===== config.mk =====
export PLATFORM = sky130hd
export DESIGN_NAME = rfo_framing
export DESIGN_NICKNAME = d
export VERILOG_FILES = /design/src/rtl/rfo_pkg.sv /design/src/rtl/rfo_stream_timer.sv /design/src/rtl/rfo_fdt_timer.sv /design/src/rtl/rfo_framing.sv
export VERILOG_INCLUDE_DIRS = /design/src /design/src/rtl
export SDC_FILE = /design/constraint.sdc
export NUM_CORES = 1
export LEC_CHECK = 0
export BUFFER_PORTS_ARGS = -buffer_cell sky130_fd_sc_hd__buf_2
export CAP_MARGIN = 20
export CORE_MARGIN = 1
export CORE_UTILIZATION = 51
export CTS_CLUSTER_SIZE = 40
export DETAILED_ROUTE_END_ITERATION = 10
export GPL_ROUTABILITY_DRIVEN = 0
export GPL_TIMING_DRIVEN = 0
export HOLD_SLACK_MARGIN = 0.12
export PLACE_DENSITY_LB_ADDON = 0.12
export SLEW_MARGIN = 10
export SYNTH_ARGS = -nofsm -noshare
export SYNTH_HDL_FRONTEND = slang
export SYNTH_SLANG_ARGS = --single-unit

===== constraint.sdc =====
create_clock -name CLK -period 3.1 [get_ports CLK]
set_input_delay 0 -clock CLK [delete_from_list [all_inputs] [get_ports CLK]]
set_output_delay 0 -clock CLK [all_outputs]
set_load 0.01 [all_outputs]

===== src/rtl/rfo_map.svh =====
`ifndef RFO_MAP_SVH
`define RFO_MAP_SVH

// Register indices; byte address is four times the index.
`define RFO_IDX_BF        8'h07
`define RFO_IDX_PT        8'h08
`define RFO_IDX_SM        8'h09
`define RFO_IDX_AUX       8'h0A
`define RFO_IDX_CTL       8'h0B
`define RFO_IDX_STAT      8'h0C

// Writable bit masks; reserved bits are cleared.
`define RFO_MASK_BF       8'hF3
`define RFO_MASK_PT       8'hFD
`define RFO_MASK_SM       8'h7F
`define RFO_MASK_AUX      8'hBF
`define RFO_MASK_CTL      8'h0F
`define RFO_RST_REG       8'h00

// Field positions.
`define RFO_BF_TR1_LSB    6
`define RFO_BF_NOSOF      5
`define RFO_BF_NOEOF      4
`define RFO_BF_PRE_LSB    0
`define RFO_PT_FDEL_LSB   4
`define RFO_PT_AP2P_OFF   3
`define RFO_PT_POLL_OFF   2
`define RFO_PT_ACOLL_OFF  0
`define RFO_SM_SCF_LSB    5
`define RFO_SM_SCP_LSB    3
`define RFO_SM_STX_LSB    0
`define RFO_AUX_NOCRC     7
`define RFO_AUX_ID_LSB    4
`define RFO_AUX_PHCLK     3
`define RFO_AUX_DISCORR   2
`define RFO_AUX_N_LSB     0

// Timing figures, all in carrier periods, then the AXI response codes.
`define RFO_TR1_SLOW      10'd640
`define RFO_TR1_FAST_SLOW 10'd512
`define RFO_TR1_FAST      10'd256
`define RFO_PRE_BASE      7'd48
`define RFO_PRE_STEP      7'd16
`define RFO_AXI_OKAY      2'b00
`define RFO_AXI_SLVERR    2'b10

`endif


===== src/rtl/rfo_pkg.sv =====
package rfo_pkg;

    typedef enum logic [1:0] {
        RFO_PROT_A,
        RFO_PROT_B,
        RFO_PROT_F,
        RFO_PROT_STREAM
    } rfo_prot_t;

    typedef enum logic [1:0] {
        RFO_SM_SUBC,
        RFO_SM_BPSK,
        RFO_SM_OFF
    } rfo_smode_t;

    typedef struct packed {
        logic [9:0] tr1_min_fc;
        logic       accept_no_sof;
        logic       accept_no_eof;
        logic [6:0] preamble_len;
        logic       crc_check_en;
        logic       pulse_rx;
        logic       phase_clk_90;
        logic [1:0] field_on_n;
        logic [1:0] id_size;
    } rfo_rx_cfg_t;

    typedef struct packed {
        logic [3:0] fdt_comp;
        logic       ap2p_recog_en;
        logic       auto_anticoll_en;
        logic       auto_poll_en;
        logic       fifo_only;
    } rfo_pt_cfg_t;

    typedef struct packed {
        logic [3:0] subc_div_log2;
        logic [3:0] pulses;
        logic [3:0] tx_div_log2;
        logic       cfg_error;
    } rfo_sm_cfg_t;

endpackage


===== src/rtl/rfo_stream_timer.sv =====
`timescale 1ns/1ps
`include "rfo_map.svh"

// Produces the stream-mode sub-carrier and modulator period strobes.
module rfo_stream_timer
    import rfo_pkg::*;
(
    // Clock and reset
    input  wire logic        clk,
    input  wire logic        rst_n,
    // Setup
    input  wire logic        run,
    input  wire rfo_sm_cfg_t cfg,
    // Strobes
    output logic             subc_tick,
    output logic             tx_tick,
    output logic             report_tick
);

    logic [7:0] div_ff;
    logic [3:0] pulse_ff;
    logic [7:0] subc_mask;
    logic [7:0] tx_mask;

    function automatic logic [7:0] div_mask(input logic [3:0] lg);
        div_mask = 8'(({8'h00, 8'hFF} >> (4'd8 - lg)) & 16'h00FF);
    endfunction

    assign subc_mask   = div_mask(cfg.subc_div_log2);
    assign tx_mask     = div_mask(cfg.tx_div_log2);
    assign subc_tick   = run && ((div_ff & subc_mask) == 8'h00);
    assign tx_tick     = run && ((div_ff & tx_mask) == 8'h00);
    assign report_tick = subc_tick && (pulse_ff == 4'h0);

    always_ff @(posedge clk)
    begin
        if (!rst_n || !run)
        begin
            div_ff   <= 8'h00;
            pulse_ff <= 4'h0;
        end
        else
        begin
            div_ff <= div_ff + 8'h01;
            if (subc_tick)
                pulse_ff <= (pulse_ff == cfg.pulses - 4'h1) ? 4'h0
                                                            : pulse_ff + 4'h1;
        end
    end

endmodule


===== src/rtl/rfo_fdt_timer.sv =====
`timescale 1ns/1ps
`include "rfo_map.svh"

// Counts the frame delay in carrier periods, less the compensation.
module rfo_fdt_timer
    import rfo_pkg::*;
(
    // Clock and reset
    input  wire logic        clk,
    input  wire logic        rst_n,
    // Control
    input  wire logic        start,
    input  wire logic [11:0] nominal,
    input  wire logic [3:0]  comp,
    // Status
    output logic             busy,
    output logic             done
);

    logic [11:0] cnt_ff;
    logic        busy_ff;
    logic [11:0] target;

    // A compensation larger than the delay saturates to one cycle.
    assign target = (nominal > {8'h00, comp}) ? nominal - {8'h00, comp}
                                               : 12'h001;
    assign busy   = busy_ff;
    assign done   = busy_ff && (cnt_ff == 12'h001);

    always_ff @(posedge clk)
    begin
        if (!rst_n)
        begin
            cnt_ff  <= 12'h000;
            busy_ff <= 1'b0;
        end
        else if (start)
        begin
            cnt_ff  <= target;
            busy_ff <= 1'b1;
        end
        else if (busy_ff)
        begin
            cnt_ff  <= cnt_ff - 12'h001;
            busy_ff <= (cnt_ff != 12'h001);
        end
    end

endmodule


===== src/rtl/rfo_framing.sv =====
// Operation
// - Turnaround field sets minimum card turnaround time
// - No-SOF bit accepts frames without start
// - No-EOF bit accepted only in coherent reception
// - Preamble field selects 48, 64, 80, 96
// - Compensation shortens frame delay by carrier periods
// - Active peer recognition off when bit set
// - Bits stop automatic anticollision and poll reply
// - Automatic replies off means FIFO-only traffic
// - Sub-carrier frequency field per stream mode
// - Pulse count 1,2,4,8; small counts BPSK only
// - Modulator period field; top-bit codes reserved
// - CRC bypass bit skips receive CRC check
// - CRC skipped for REQ/WUP and anticollision; code skips it for type A only
// - Phase clock bit selects 0 or 90 degrees
// - Correlator disable selects pulse reception where valid
//
// The AXI4-Lite register port was decided locally.
`timescale 1ns/1ps
`include "rfo_map.svh"

module rfo_framing
    import rfo_pkg::*;
(
    // Clock and reset
    input  wire logic        CLK,
    input  wire logic        RST_N,
    // AXI4-Lite write address and data
    input  wire logic [31:0] AWADDR,
    input  wire logic        AWVALID,
    output logic             AWREADY,
    input  wire logic [31:0] WDATA,
    input  wire logic [3:0]  WSTRB,
    input  wire logic        WVALID,
    output logic             WREADY,
    // AXI4-Lite write response
    output logic [1:0]       BRESP,
    output logic             BVALID,
    input  wire logic        BREADY,
    // AXI4-Lite read
    input  wire logic [31:0] ARADDR,
    input  wire logic        ARVALID,
    output logic             ARREADY,
    output logic [31:0]      RDATA,
    output logic [1:0]       RRESP,
    output logic             RVALID,
    input  wire logic        RREADY,
    // Framing context from the protocol engine
    input  wire rfo_prot_t   PROT,
    input  wire logic        COHERENT_RX,
    input  wire logic        REQ_WUP_SENT,
    input  wire logic        ANTICOLL_FRAME,
    input  wire logic        PASSIVE_TARGET,
    input  wire rfo_smode_t  STREAM_MODE,
    input  wire logic        FDT_START,
    input  wire logic [11:0] FDT_NOMINAL,
    // Applied configuration
    output rfo_rx_cfg_t      RX_CFG,
    output rfo_pt_cfg_t      PT_CFG,
    output rfo_sm_cfg_t      SM_CFG,
    // Strobes
    output logic             FDT_DONE,
    output logic             SUBC_TICK,
    output logic             TX_TICK,
    output logic             REPORT_TICK
);

    logic [7:0]  bf_ff;
    logic [7:0]  pt_ff;
    logic [7:0]  sm_ff;
    logic [7:0]  aux_ff;
    logic [7:0]  ctl_ff;
    logic        aw_ff;
    logic        w_ff;
    logic [31:0] awaddr_ff;
    logic [7:0]  wdata_ff;
    logic        wlane_ff;
    logic        bvalid_ff;
    logic [1:0]  bresp_ff;
    logic        rvalid_ff;
    logic [31:0] rdata_ff;
    logic [1:0]  rresp_ff;
    rfo_rx_cfg_t rx_ff;
    rfo_pt_cfg_t pt_cfg_ff;
    rfo_sm_cfg_t sm_cfg_ff;

    // Register index decode, shared by read and write paths.
    function automatic logic [2:0] reg_sel(input logic [31:0] a);
        logic [7:0] idx;
        idx = a[9:2];
        if (a[31:10] != 22'h0 || a[1:0] != 2'b00)
            reg_sel = 3'd0;
        else if (idx == `RFO_IDX_BF)
            reg_sel = 3'd1;
        else if (idx == `RFO_IDX_PT)
            reg_sel = 3'd2;
        else if (idx == `RFO_IDX_SM)
            reg_sel = 3'd3;
        else if (idx == `RFO_IDX_AUX)
            reg_sel = 3'd4;
        else if (idx == `RFO_IDX_CTL)
            reg_sel = 3'd5;
        else if (idx == `RFO_IDX_STAT)
            reg_sel = 3'd6;
        else
            reg_sel = 3'd0;
    endfunction

    // Write channel: address and data are latched independently.
    // A response still waiting blocks the next write, so a slow master
    // only stalls itself.
    wire       do_write = aw_ff && w_ff && !bvalid_ff;
    wire [2:0] wsel     = reg_sel(awaddr_ff);
    wire       wr_ok    = (wsel != 3'd0) && (wsel != 3'd6);
    wire       wr_en    = do_write && wr_ok && wlane_ff;

    assign AWREADY = !aw_ff;
    assign WREADY  = !w_ff;
    assign BVALID  = bvalid_ff;
    assign BRESP   = bresp_ff;

    always_ff @(posedge CLK)
    begin
        if (!RST_N)
        begin
            aw_ff     <= 1'b0;
            w_ff      <= 1'b0;
            awaddr_ff <= 32'h00000000;
            wdata_ff  <= 8'h00;
            wlane_ff  <= 1'b0;
            bvalid_ff <= 1'b0;
            bresp_ff  <= `RFO_AXI_OKAY;
        end
        else
        begin
            if (AWVALID && !aw_ff)
            begin
                aw_ff     <= 1'b1;
                awaddr_ff <= AWADDR;
            end
            if (WVALID && !w_ff)
            begin
                w_ff     <= 1'b1;
                wdata_ff <= WDATA[7:0];
                wlane_ff <= WSTRB[0];
            end
            if (do_write)
            begin
                aw_ff     <= 1'b0;
                w_ff      <= 1'b0;
                bvalid_ff <= 1'b1;
                bresp_ff  <= wr_ok ? `RFO_AXI_OKAY : `RFO_AXI_SLVERR;
            end
            else if (bvalid_ff && BREADY)
                bvalid_ff <= 1'b0;
        end
    end

    // Reserved bits are masked on write so they always read zero.
    always_ff @(posedge CLK)
    begin
        if (!RST_N)
        begin
            bf_ff  <= `RFO_RST_REG;
            pt_ff  <= `RFO_RST_REG;
            sm_ff  <= `RFO_RST_REG;
            aux_ff <= `RFO_RST_REG;
            ctl_ff <= `RFO_RST_REG;
        end
        else if (wr_en)
        begin
            case (wsel)
                3'd1: bf_ff  <= wdata_ff & `RFO_MASK_BF;
                3'd2: pt_ff  <= wdata_ff & `RFO_MASK_PT;
                3'd3: sm_ff  <= wdata_ff & `RFO_MASK_SM;
                3'd4: aux_ff <= wdata_ff & `RFO_MASK_AUX;
                3'd5: ctl_ff <= wdata_ff & `RFO_MASK_CTL;
                default: ;
            endcase
        end
    end

    // Field extraction.
    wire [1:0] min_turnaround = bf_ff[`RFO_BF_TR1_LSB +: 2];
    wire [1:0] preamble_sel   = bf_ff[`RFO_BF_PRE_LSB +: 2];
    wire [3:0] fdel           = pt_ff[`RFO_PT_FDEL_LSB +: 4];
    wire [1:0] scf            = sm_ff[`RFO_SM_SCF_LSB +: 2];
    wire [1:0] scp            = sm_ff[`RFO_SM_SCP_LSB +: 2];
    wire [2:0] stx            = sm_ff[`RFO_SM_STX_LSB +: 3];
    wire       slow_rate      = (ctl_ff[1:0] == 2'b00);

    // The turnaround time is held in carrier periods; fs is fc/8.
    // Unused codes give zero so that they never hold off a reply.
    wire [9:0] tr1_fc = (min_turnaround == 2'b00) ? `RFO_TR1_SLOW :
                        (min_turnaround == 2'b01) ?
                            (slow_rate ? `RFO_TR1_FAST_SLOW
                                       : `RFO_TR1_FAST) :
                        10'h000;

    wire [6:0] pre_len = `RFO_PRE_BASE +
                         7'(`RFO_PRE_STEP * {5'h00, preamble_sel});

    wire crc_en = !aux_ff[`RFO_AUX_NOCRC] &&
                  !(PROT == RFO_PROT_A && (REQ_WUP_SENT || ANTICOLL_FRAME));

    // Pulse reception is not defined for type A, which stays on the
    // correlator. Only one stream setting has a correlator; the others
    // can only use pulse reception, whatever the disable bit says.
    wire pulse_ok   = (PROT == RFO_PROT_B && COHERENT_RX) ||
                      PROT == RFO_PROT_F || PROT == RFO_PROT_STREAM;
    wire corr_none  = (PROT == RFO_PROT_STREAM) &&
                      !(scf == 2'b01 && scp == 2'b11);
    wire pulse_sel  = (aux_ff[`RFO_AUX_DISCORR] && pulse_ok) ||
                      corr_none;
    wire sm_running = (PROT == RFO_PROT_STREAM) &&
                      (STREAM_MODE != RFO_SM_OFF);

    wire auto_ac_en = !pt_ff[`RFO_PT_ACOLL_OFF];
    wire auto_pl_en = !pt_ff[`RFO_PT_POLL_OFF];

    // Stream timing decode, with a flag for reserved combinations.
    wire       bpsk     = (STREAM_MODE == RFO_SM_BPSK);
    wire [3:0] subc_lg  = bpsk ? 4'd4 : 4'(4'd6 - {2'b00, scf});
    wire [3:0] pulses   = 4'(4'h1 << scp);
    wire [3:0] tx_lg    = 4'(4'd7 - {2'b00, stx[1:0]});
    wire       sm_err   = (bpsk && scf != 2'b00) ||
                          (!bpsk && !scp[1]) ||
                          stx[2];

    // Applied settings are registered so every consumer sees a change
    // on the same edge, one cycle after the register write.
    always_ff @(posedge CLK)
    begin
        if (!RST_N)
            rx_ff <= '0;
        else
        begin
            rx_ff.tr1_min_fc    <= tr1_fc;
            rx_ff.accept_no_sof <= bf_ff[`RFO_BF_NOSOF];
            rx_ff.accept_no_eof <= bf_ff[`RFO_BF_NOEOF] && COHERENT_RX;
            rx_ff.preamble_len  <= pre_len;
            rx_ff.crc_check_en  <= crc_en;
            rx_ff.pulse_rx      <= pulse_sel;
            rx_ff.phase_clk_90  <= aux_ff[`RFO_AUX_PHCLK];
            rx_ff.field_on_n    <= aux_ff[`RFO_AUX_N_LSB +: 2];
            rx_ff.id_size       <= aux_ff[`RFO_AUX_ID_LSB +: 2];
        end
    end

    always_ff @(posedge CLK)
    begin
        if (!RST_N)
            pt_cfg_ff <= '0;
        else
        begin
            pt_cfg_ff.fdt_comp  <= fdel;
            pt_cfg_ff.ap2p_recog_en <= !pt_ff[`RFO_PT_AP2P_OFF];
            pt_cfg_ff.auto_anticoll_en <= PASSIVE_TARGET && auto_ac_en;
            pt_cfg_ff.auto_poll_en <= PASSIVE_TARGET && auto_pl_en;
            pt_cfg_ff.fifo_only <= PASSIVE_TARGET &&
                                   !(auto_ac_en && auto_pl_en);
        end
    end

    always_ff @(posedge CLK)
    begin
        if (!RST_N)
            sm_cfg_ff <= '0;
        else
        begin
            sm_cfg_ff.subc_div_log2 <= subc_lg;
            sm_cfg_ff.pulses        <= pulses;
            sm_cfg_ff.tx_div_log2   <= tx_lg;
            sm_cfg_ff.cfg_error     <= sm_running && sm_err;
        end
    end

    assign RX_CFG = rx_ff;
    assign PT_CFG = pt_cfg_ff;
    assign SM_CFG = sm_cfg_ff;

    // The frame delay only runs for type A card emulation.
    rfo_fdt_timer u_fdt
    (
        .clk     (CLK),
        .rst_n   (RST_N),
        .start   (FDT_START && PASSIVE_TARGET && PROT == RFO_PROT_A),
        .nominal (FDT_NOMINAL),
        .comp    (pt_cfg_ff.fdt_comp),
        .busy    (),
        .done    (FDT_DONE)
    );

    // Reserved timing codes stop the strobes rather than guess a rate.
    rfo_stream_timer u_stream
    (
        .clk         (CLK),
        .rst_n       (RST_N),
        .run         (sm_running && !sm_cfg_ff.cfg_error),
        .cfg         (sm_cfg_ff),
        .subc_tick   (SUBC_TICK),
        .tx_tick     (TX_TICK),
        .report_tick (REPORT_TICK)
    );

    // Read channel. The address is decoded straight from the bus, so
    // the data is ready one cycle after the request is taken; a waiting
    // answer holds off the next request.
    wire [2:0] rsel = reg_sel(ARADDR);
    wire [7:0] stat = {4'h0, sm_cfg_ff.cfg_error, rx_ff.crc_check_en,
                       rx_ff.pulse_rx, pt_cfg_ff.fifo_only};
    wire [7:0] rmux = (rsel == 3'd1) ? bf_ff :
                      (rsel == 3'd2) ? pt_ff :
                      (rsel == 3'd3) ? sm_ff :
                      (rsel == 3'd4) ? aux_ff :
                      (rsel == 3'd5) ? ctl_ff :
                      (rsel == 3'd6) ? stat : 8'h00;

    assign ARREADY = !rvalid_ff;
    assign RVALID  = rvalid_ff;
    assign RDATA   = rdata_ff;
    assign RRESP   = rresp_ff;

    always_ff @(posedge CLK)
    begin
        if (!RST_N)
        begin
            rvalid_ff <= 1'b0;
            rdata_ff  <= 32'h00000000;
            rresp_ff  <= `RFO_AXI_OKAY;
        end
        else if (ARVALID && !rvalid_ff)
        begin
            rvalid_ff <= 1'b1;
            rdata_ff  <= {24'h000000, rmux};
            rresp_ff  <= (rsel != 3'd0) ? `RFO_AXI_OKAY : `RFO_AXI_SLVERR;
        end
        else if (rvalid_ff && RREADY)
            rvalid_ff <= 1'b0;
    end

endmodule


**After elaboration in Yosys (flattened, before gate mapping)**

Cells that the tools add are included.

- Memory bits (writable): 0
- Latch bits: 0
- Bits in registers: 160
- Memories kept: 0
- ROM bits: 0
- Input port bits: 128

- Reductions and logical operators: 81
- Multipliers: 0
- Shifts and indexed selects: 3
- Bitwise operators: 4
- $add $sub $neg: 10
- Eq/ne operators: 35
- Muxes and demuxes: 36
- Order comparisons: 1
- Div/mod/pow operators: 0

Operators by type and width:

| cell | count |
|---|---|
| $eq 8x4->1 const B | 10 |
| $mux 3 | 15 |
| $reduce_bool 22->1 | 2 |
| $mux 12 | 3 |
| $logic_and 1x1->1 | 32 |
| $mux 8 | 4 |
| $mux 10 | 3 |
| $and 8x8->8 | 2 |
| $eq 8x3->1 const B | 2 |
| $logic_not 1->1 | 16 |
| $logic_not 8->1 | 2 |
| $shr 8x4->8 const A | 2 |
| $eq 3x3->1 const B | 5 |
| $eq 12x1->1 const B | 1 |
| $eq 3x2->1 const B | 4 |
| $gt 12x4->1 | 1 |
| $mux 4 | 3 |
| $ne 12x1->1 const B | 1 |
| $reduce_bool 2->1 | 6 |
| $sub 12x1->12 const B | 1 |
| $sub 12x4->12 | 1 |
| $reduce_and 2->1 | 5 |
| $logic_or 1x1->1 | 9 |
| $add 8x1->8 const B | 1 |
| 20 further kinds | 39 |

**Logic depth before layout (Yosys ltp)**

- Depth in word-level cells: 15
- Gate-level depth with buffers: 9
- Depth with buffers taken out: 9

**Modules after synthesis**

A second synthesis with hierarchy kept.

- Cells, all modules: 809
- Area total of the unflattened synthesis: 6830.3 um^2

By module, submodules not included:

| module | cells each | area an instance (um^2) | seq. area each (um^2) | times used |
|---|---|---|---|---|
| rfo_framing | 579 | 4911.0 | 2402.3 | 1 |
| rfo_fdt_timer | 119 | 991.0 | 260.2 | 1 |
| rfo_stream_timer | 111 | 928.4 | 240.2 | 1 |

**Least setup slack after synthesis**

OpenSTA, ideal clock, no wires.

- Kind: register to register
- Start: register sm_cfg_ff (netlist bit SM_CFG[9])
- End: register u_stream.pulse_ff[0]
- Data arrival time: 2.228 ns
- Path buffers: 0
- Path slack: 0.743 ns
- Setup time: 0.129 ns
- Stages on the path, launching flop included: 10
- Period minus slack after synthesis: 2.357 ns
- Cells stage by stage: dfxtp_1 > inv_1 > ha_1 > ha_1 > nand2b_1 > a211oi_1 > a2111oi_2 > o21ai_1 > o311ai_2 > nor2_1

- Cells in the longest elaborated chain, start to end: 5

RTL lines:

| what | line | text |
|---|---|---|
| from (decl) | rfo_framing.sv:85 | `rfo_sm_cfg_t sm_cfg_ff;` |
| $sub 4x4->4 | rfo_stream_timer.sv:26 | `div_mask = 8'(({8'h00, 8'hFF} >> (4'd8 - lg)) & 16'h00FF);` |
| $shr 8x4->8 | rfo_stream_timer.sv:26 |  |
| $and 8x8->8 | rfo_stream_timer.sv:31 | `assign subc_tick = run && ((div_ff & subc_mask) == 8'h00);` |
| $logic_not 8->1 | rfo_stream_timer.sv:31 |  |
| $logic_and 1x1->1 | rfo_stream_timer.sv:31 |  |
| to (signal assigned) | rfo_stream_timer.sv:46 | `pulse_ff <= (pulse_ff == cfg.pulses - 4'h1) ? 4'h0` |
| to (decl) | rfo_stream_timer.sv:21 | `logic [3:0] pulse_ff;` |

No other way between the ends.
A chain may end at the register's enable or synchronous reset.

**Final worst setup path**

- Start: register sm_cfg_ff (netlist bit SM_CFG[10])
- End: output REPORT_TICK

- Cells in the longest elaborated chain, start to end: 6

RTL lines:

| what | line | text |
|---|---|---|
| $sub 4x4->4 | rfo_stream_timer.sv:26 |  |
| $shr 8x4->8 | rfo_stream_timer.sv:26 |  |
| $and 8x8->8 | rfo_stream_timer.sv:31 |  |
| $logic_not 8->1 | rfo_stream_timer.sv:31 |  |
| $logic_and 1x1->1 | rfo_stream_timer.sv:31 |  |
| $logic_and 1x1->1 | rfo_stream_timer.sv:33 | `assign report_tick = subc_tick && (pulse_ff == 4'h0);` |
| to (decl) | rfo_framing.sv:65 | `output logic REPORT_TICK` |

No other way between the ends.

==> impl_metrics.ini <==
[outcome]
outcome = finished, final reports clean

[setup_path]
r2r_start = PT_CFG[4]$_SDFF_PN0_
critPathArrivalTime_ps = 2920
endpoint_kind = output port
regToRegSetupSlack_ps = 400
critPathLaunch = SM_CFG[10]$_SDFF_PP0_
critPathMaxFanout = 5
required_ps = 3100
crit_end = REPORT_TICK
r2r_end = u_fdt.cnt_ff[10]$_SDFFE_PN0P_
cp-start-kind = flop
critPathKind = reg2out
r2r.worst_path.cells = 9

[synth]
synthDistinctLibCells = 62
synthFlopType = dfxtp_1
yosysSeqAreaShare_pct = 43.2
synth_area_leader_cell = dfxtp_1
ys_warn_count = 0
synthTopCellsByArea = dfxtp_1, nand2_1, a21oi_1, buf_4, nor2_1
synth.ff_latch_count = 145
syn_inst = 803
synth_area_per_cell_sq_um = 8.38
synth-edff-count = 0
synth-async-reset-ratio_pct = 0
yosysTopAreaCellShare_pct = 43.2
syn_area_sq_um = 6730

[clocking]
root_buffer = clkbuf_16
cts_sinks = 145
tritoncts = yes
insertion_delay_ps = 420
clockBufferDepth = 2
cts_buffers = 17
clkTransAtPathRegs_ps = 70
htreeDepth = 4

[power_and_ir_drop]
ir_drop_mv = 0.465
cellLeakagePower_nw = 4.08
switching_share_pct = 25.9
p_comb_share_pct = 12.2
pwr-share-clk_pct = 45.9
total_power_mw = 4.72
p_int_mw = 3.50
pwr-share-seq_pct = 41.9
p_per_area_nw_per_um2 = 512
switchingPower_mw = 1.22

[floorplanning]
io_pins = 220
start_util_pct = 52.9
core_sq_um = 12700
die_area_sq_um = 13700
die_h_um = 117
rows = 41
die_w_um = 117

[global_route]
globalRouteOverflowTotal = 0
grtUsageTotal_pct = 28.4
antenna_found_initial = 0
grt_max_degree = 17
grt_pass1_wl_um = 29700
grt_pass1_vias = 6022

[cells_and_area]
nNetsFinal = 1234
n_antenna_cell = 0
area_delta_synth_final_pct = 37.0
layout_commonest_cell = buf_2
final_util_pct = 72.4
layout_common_cells = buf_2, dfxtp_1, nand2_1
stdcell_area_sq_um = 9210
drive_gt1_share_pct = 21.8

[drt]
drt-initial-drc-count = 681
wl_um = 19000
vias_per_cell = 5.18
drcViolationCount = 0
vias = 6581
wire_per_inst_um = 14.9
ant_nets = 0
first_pass_iters = 5

[sta]
holdWs_ps = 157
fmax_mhz = 343
setup_violations = 0
skew_ps = 8.59
slew_headroom_pct = 29.9
slew_viol_final = 0
hold_viol_final = 0
finalCritPeriodShare_pct = 94.2
worstMarginPinSlew_ps = 1040
tns_ps = 0
min_period_ps = 2920

[run]
max_cap_violations = 0

[placed_design]
portBuffers = 152
hpwl_um = 12800
postPlaceCellArea_sq_um = 7840

[worst_hold_path]
hold_start = ARADDR[4]
worstHoldPathType = in2reg
==> cell families after synthesis <==
family,Yosys count,synth area share (%)
xor+xnor,28,3.65
simple gates,316,22.2
compound gates,159,15.0
mux,26,3.91
buf+inv,108,8.22
fa+ha+maj,20,3.83
flops,145,43.2
other cells,1,0.0558
==> metal layers <==
metal  wire length (um)  vias to the layer above  share of wire (%)  GRT usage, %
met3               1070                       25                5.6          5.10
met1               8410                     3039                 44          36.5
met5                  0                        -                  0             0
met2               9250                      240                 49          48.8
li1                   -                     3277                  -             -
met4                255                        0                1.3          8.44
==> repair_timing <==
| item | 4_1_cts | 5_1_grt |
|---|---|---|
| hold buffers | 73 | 0 |
| gates resized for setup | 0 | 1 |
| endpoints found under the hold margin | 67 | 0 |
| setup endpoints to repair | 0 | 1 |
| setup buffers | 0 | 1 |
==> state kept, by name, summed over array words and instances, names as in the netlist, 4 cells and up <==
name,cells
wdata_ff,8
u_fdt.cnt_ff,12
pt_ff,7
RX_CFG,15
u_stream.pulse_ff,4
aux_ff,7
PT_CFG,8
bf_ff,6
u_stream.div_ff,8
SM_CFG,11
awaddr_ff,32
RDATA,8
ctl_ff,4
sm_ff,7
==> final cells by class <==
class,count,area (sq um)
fill,1021,3510
multi-input combinational,588,3420
sequential,145,2900
timing repair buffer,226,1500
clock buffer,18,429
buffer,74,425
tap,172,215
clock inverter,14,195
inverter,34,128
==> how the worst min path moves through the flow <==
stage                     cells after the start                     to  slack, ps
after CTS                                     5  RDATA[2]$_SDFFE_PN0P_        130
after global placement                        1   SM_CFG[3]$_SDFF_PN0_        150
after floorplan                               0   SM_CFG[3]$_SDFF_PN0_         30
after detailed placement                      1   SM_CFG[3]$_SDFF_PN0_        150
final                                         5  RDATA[3]$_SDFFE_PN0P_        160
after global routing                          4  RRESP[1]$_SDFFE_PN0P_        170
==> power groups by stage <==
stage	registers [mW]	clock network, mW	logic [mW]
after global placement	2.02	0	0.480
after global routing	1.99	2.27	0.637
after CTS	1.98	2.18	0.560
after detailed placement	2.02	0	0.484
after floorplan	2.01	0	0.315
final	1.98	2.17	0.575
==> metrics by stage <==
stage | instances | worst slack [ps]
5_1_grt | 1271 | -34.8
2_1_floorplan | 841 | 743
3_5_place_dp | 1165 | 459
4_1_cts | 1270 | 90.3
6_report | 1271 | 181
3_3_place_gp | 1165 | 458
==> Yosys cell counts (5+ instances only) <==
cell type and number:
nor3_1 12, nand4_1 9, ha_1 19, nor2_1 77, a211oi_1 5, mux2i_1 24
a21oi_1 72, buf_4 39, nand2b_1 7, clkbuf_1 29, nand2_1 111, xnor2_1 14
and3_1 13, buf_1 5, xor2_1 14, nor2b_1 8, nand3_1 28, dfxtp_1 145
o21ai_0 31, and2_1 11, inv_1 33, nor4_1 20
==> critical path: stages, from the launching register on <==
cell	delay, ps
dfxtp_1	420
inv_1	70
ha_1	190
ha_1	180
a21oi_1	100
o21ai_0	170
nor4_2	490
o21ai_1	270
nor4b_1	410
buf_2	200
(Power assumes the default switching activity.)
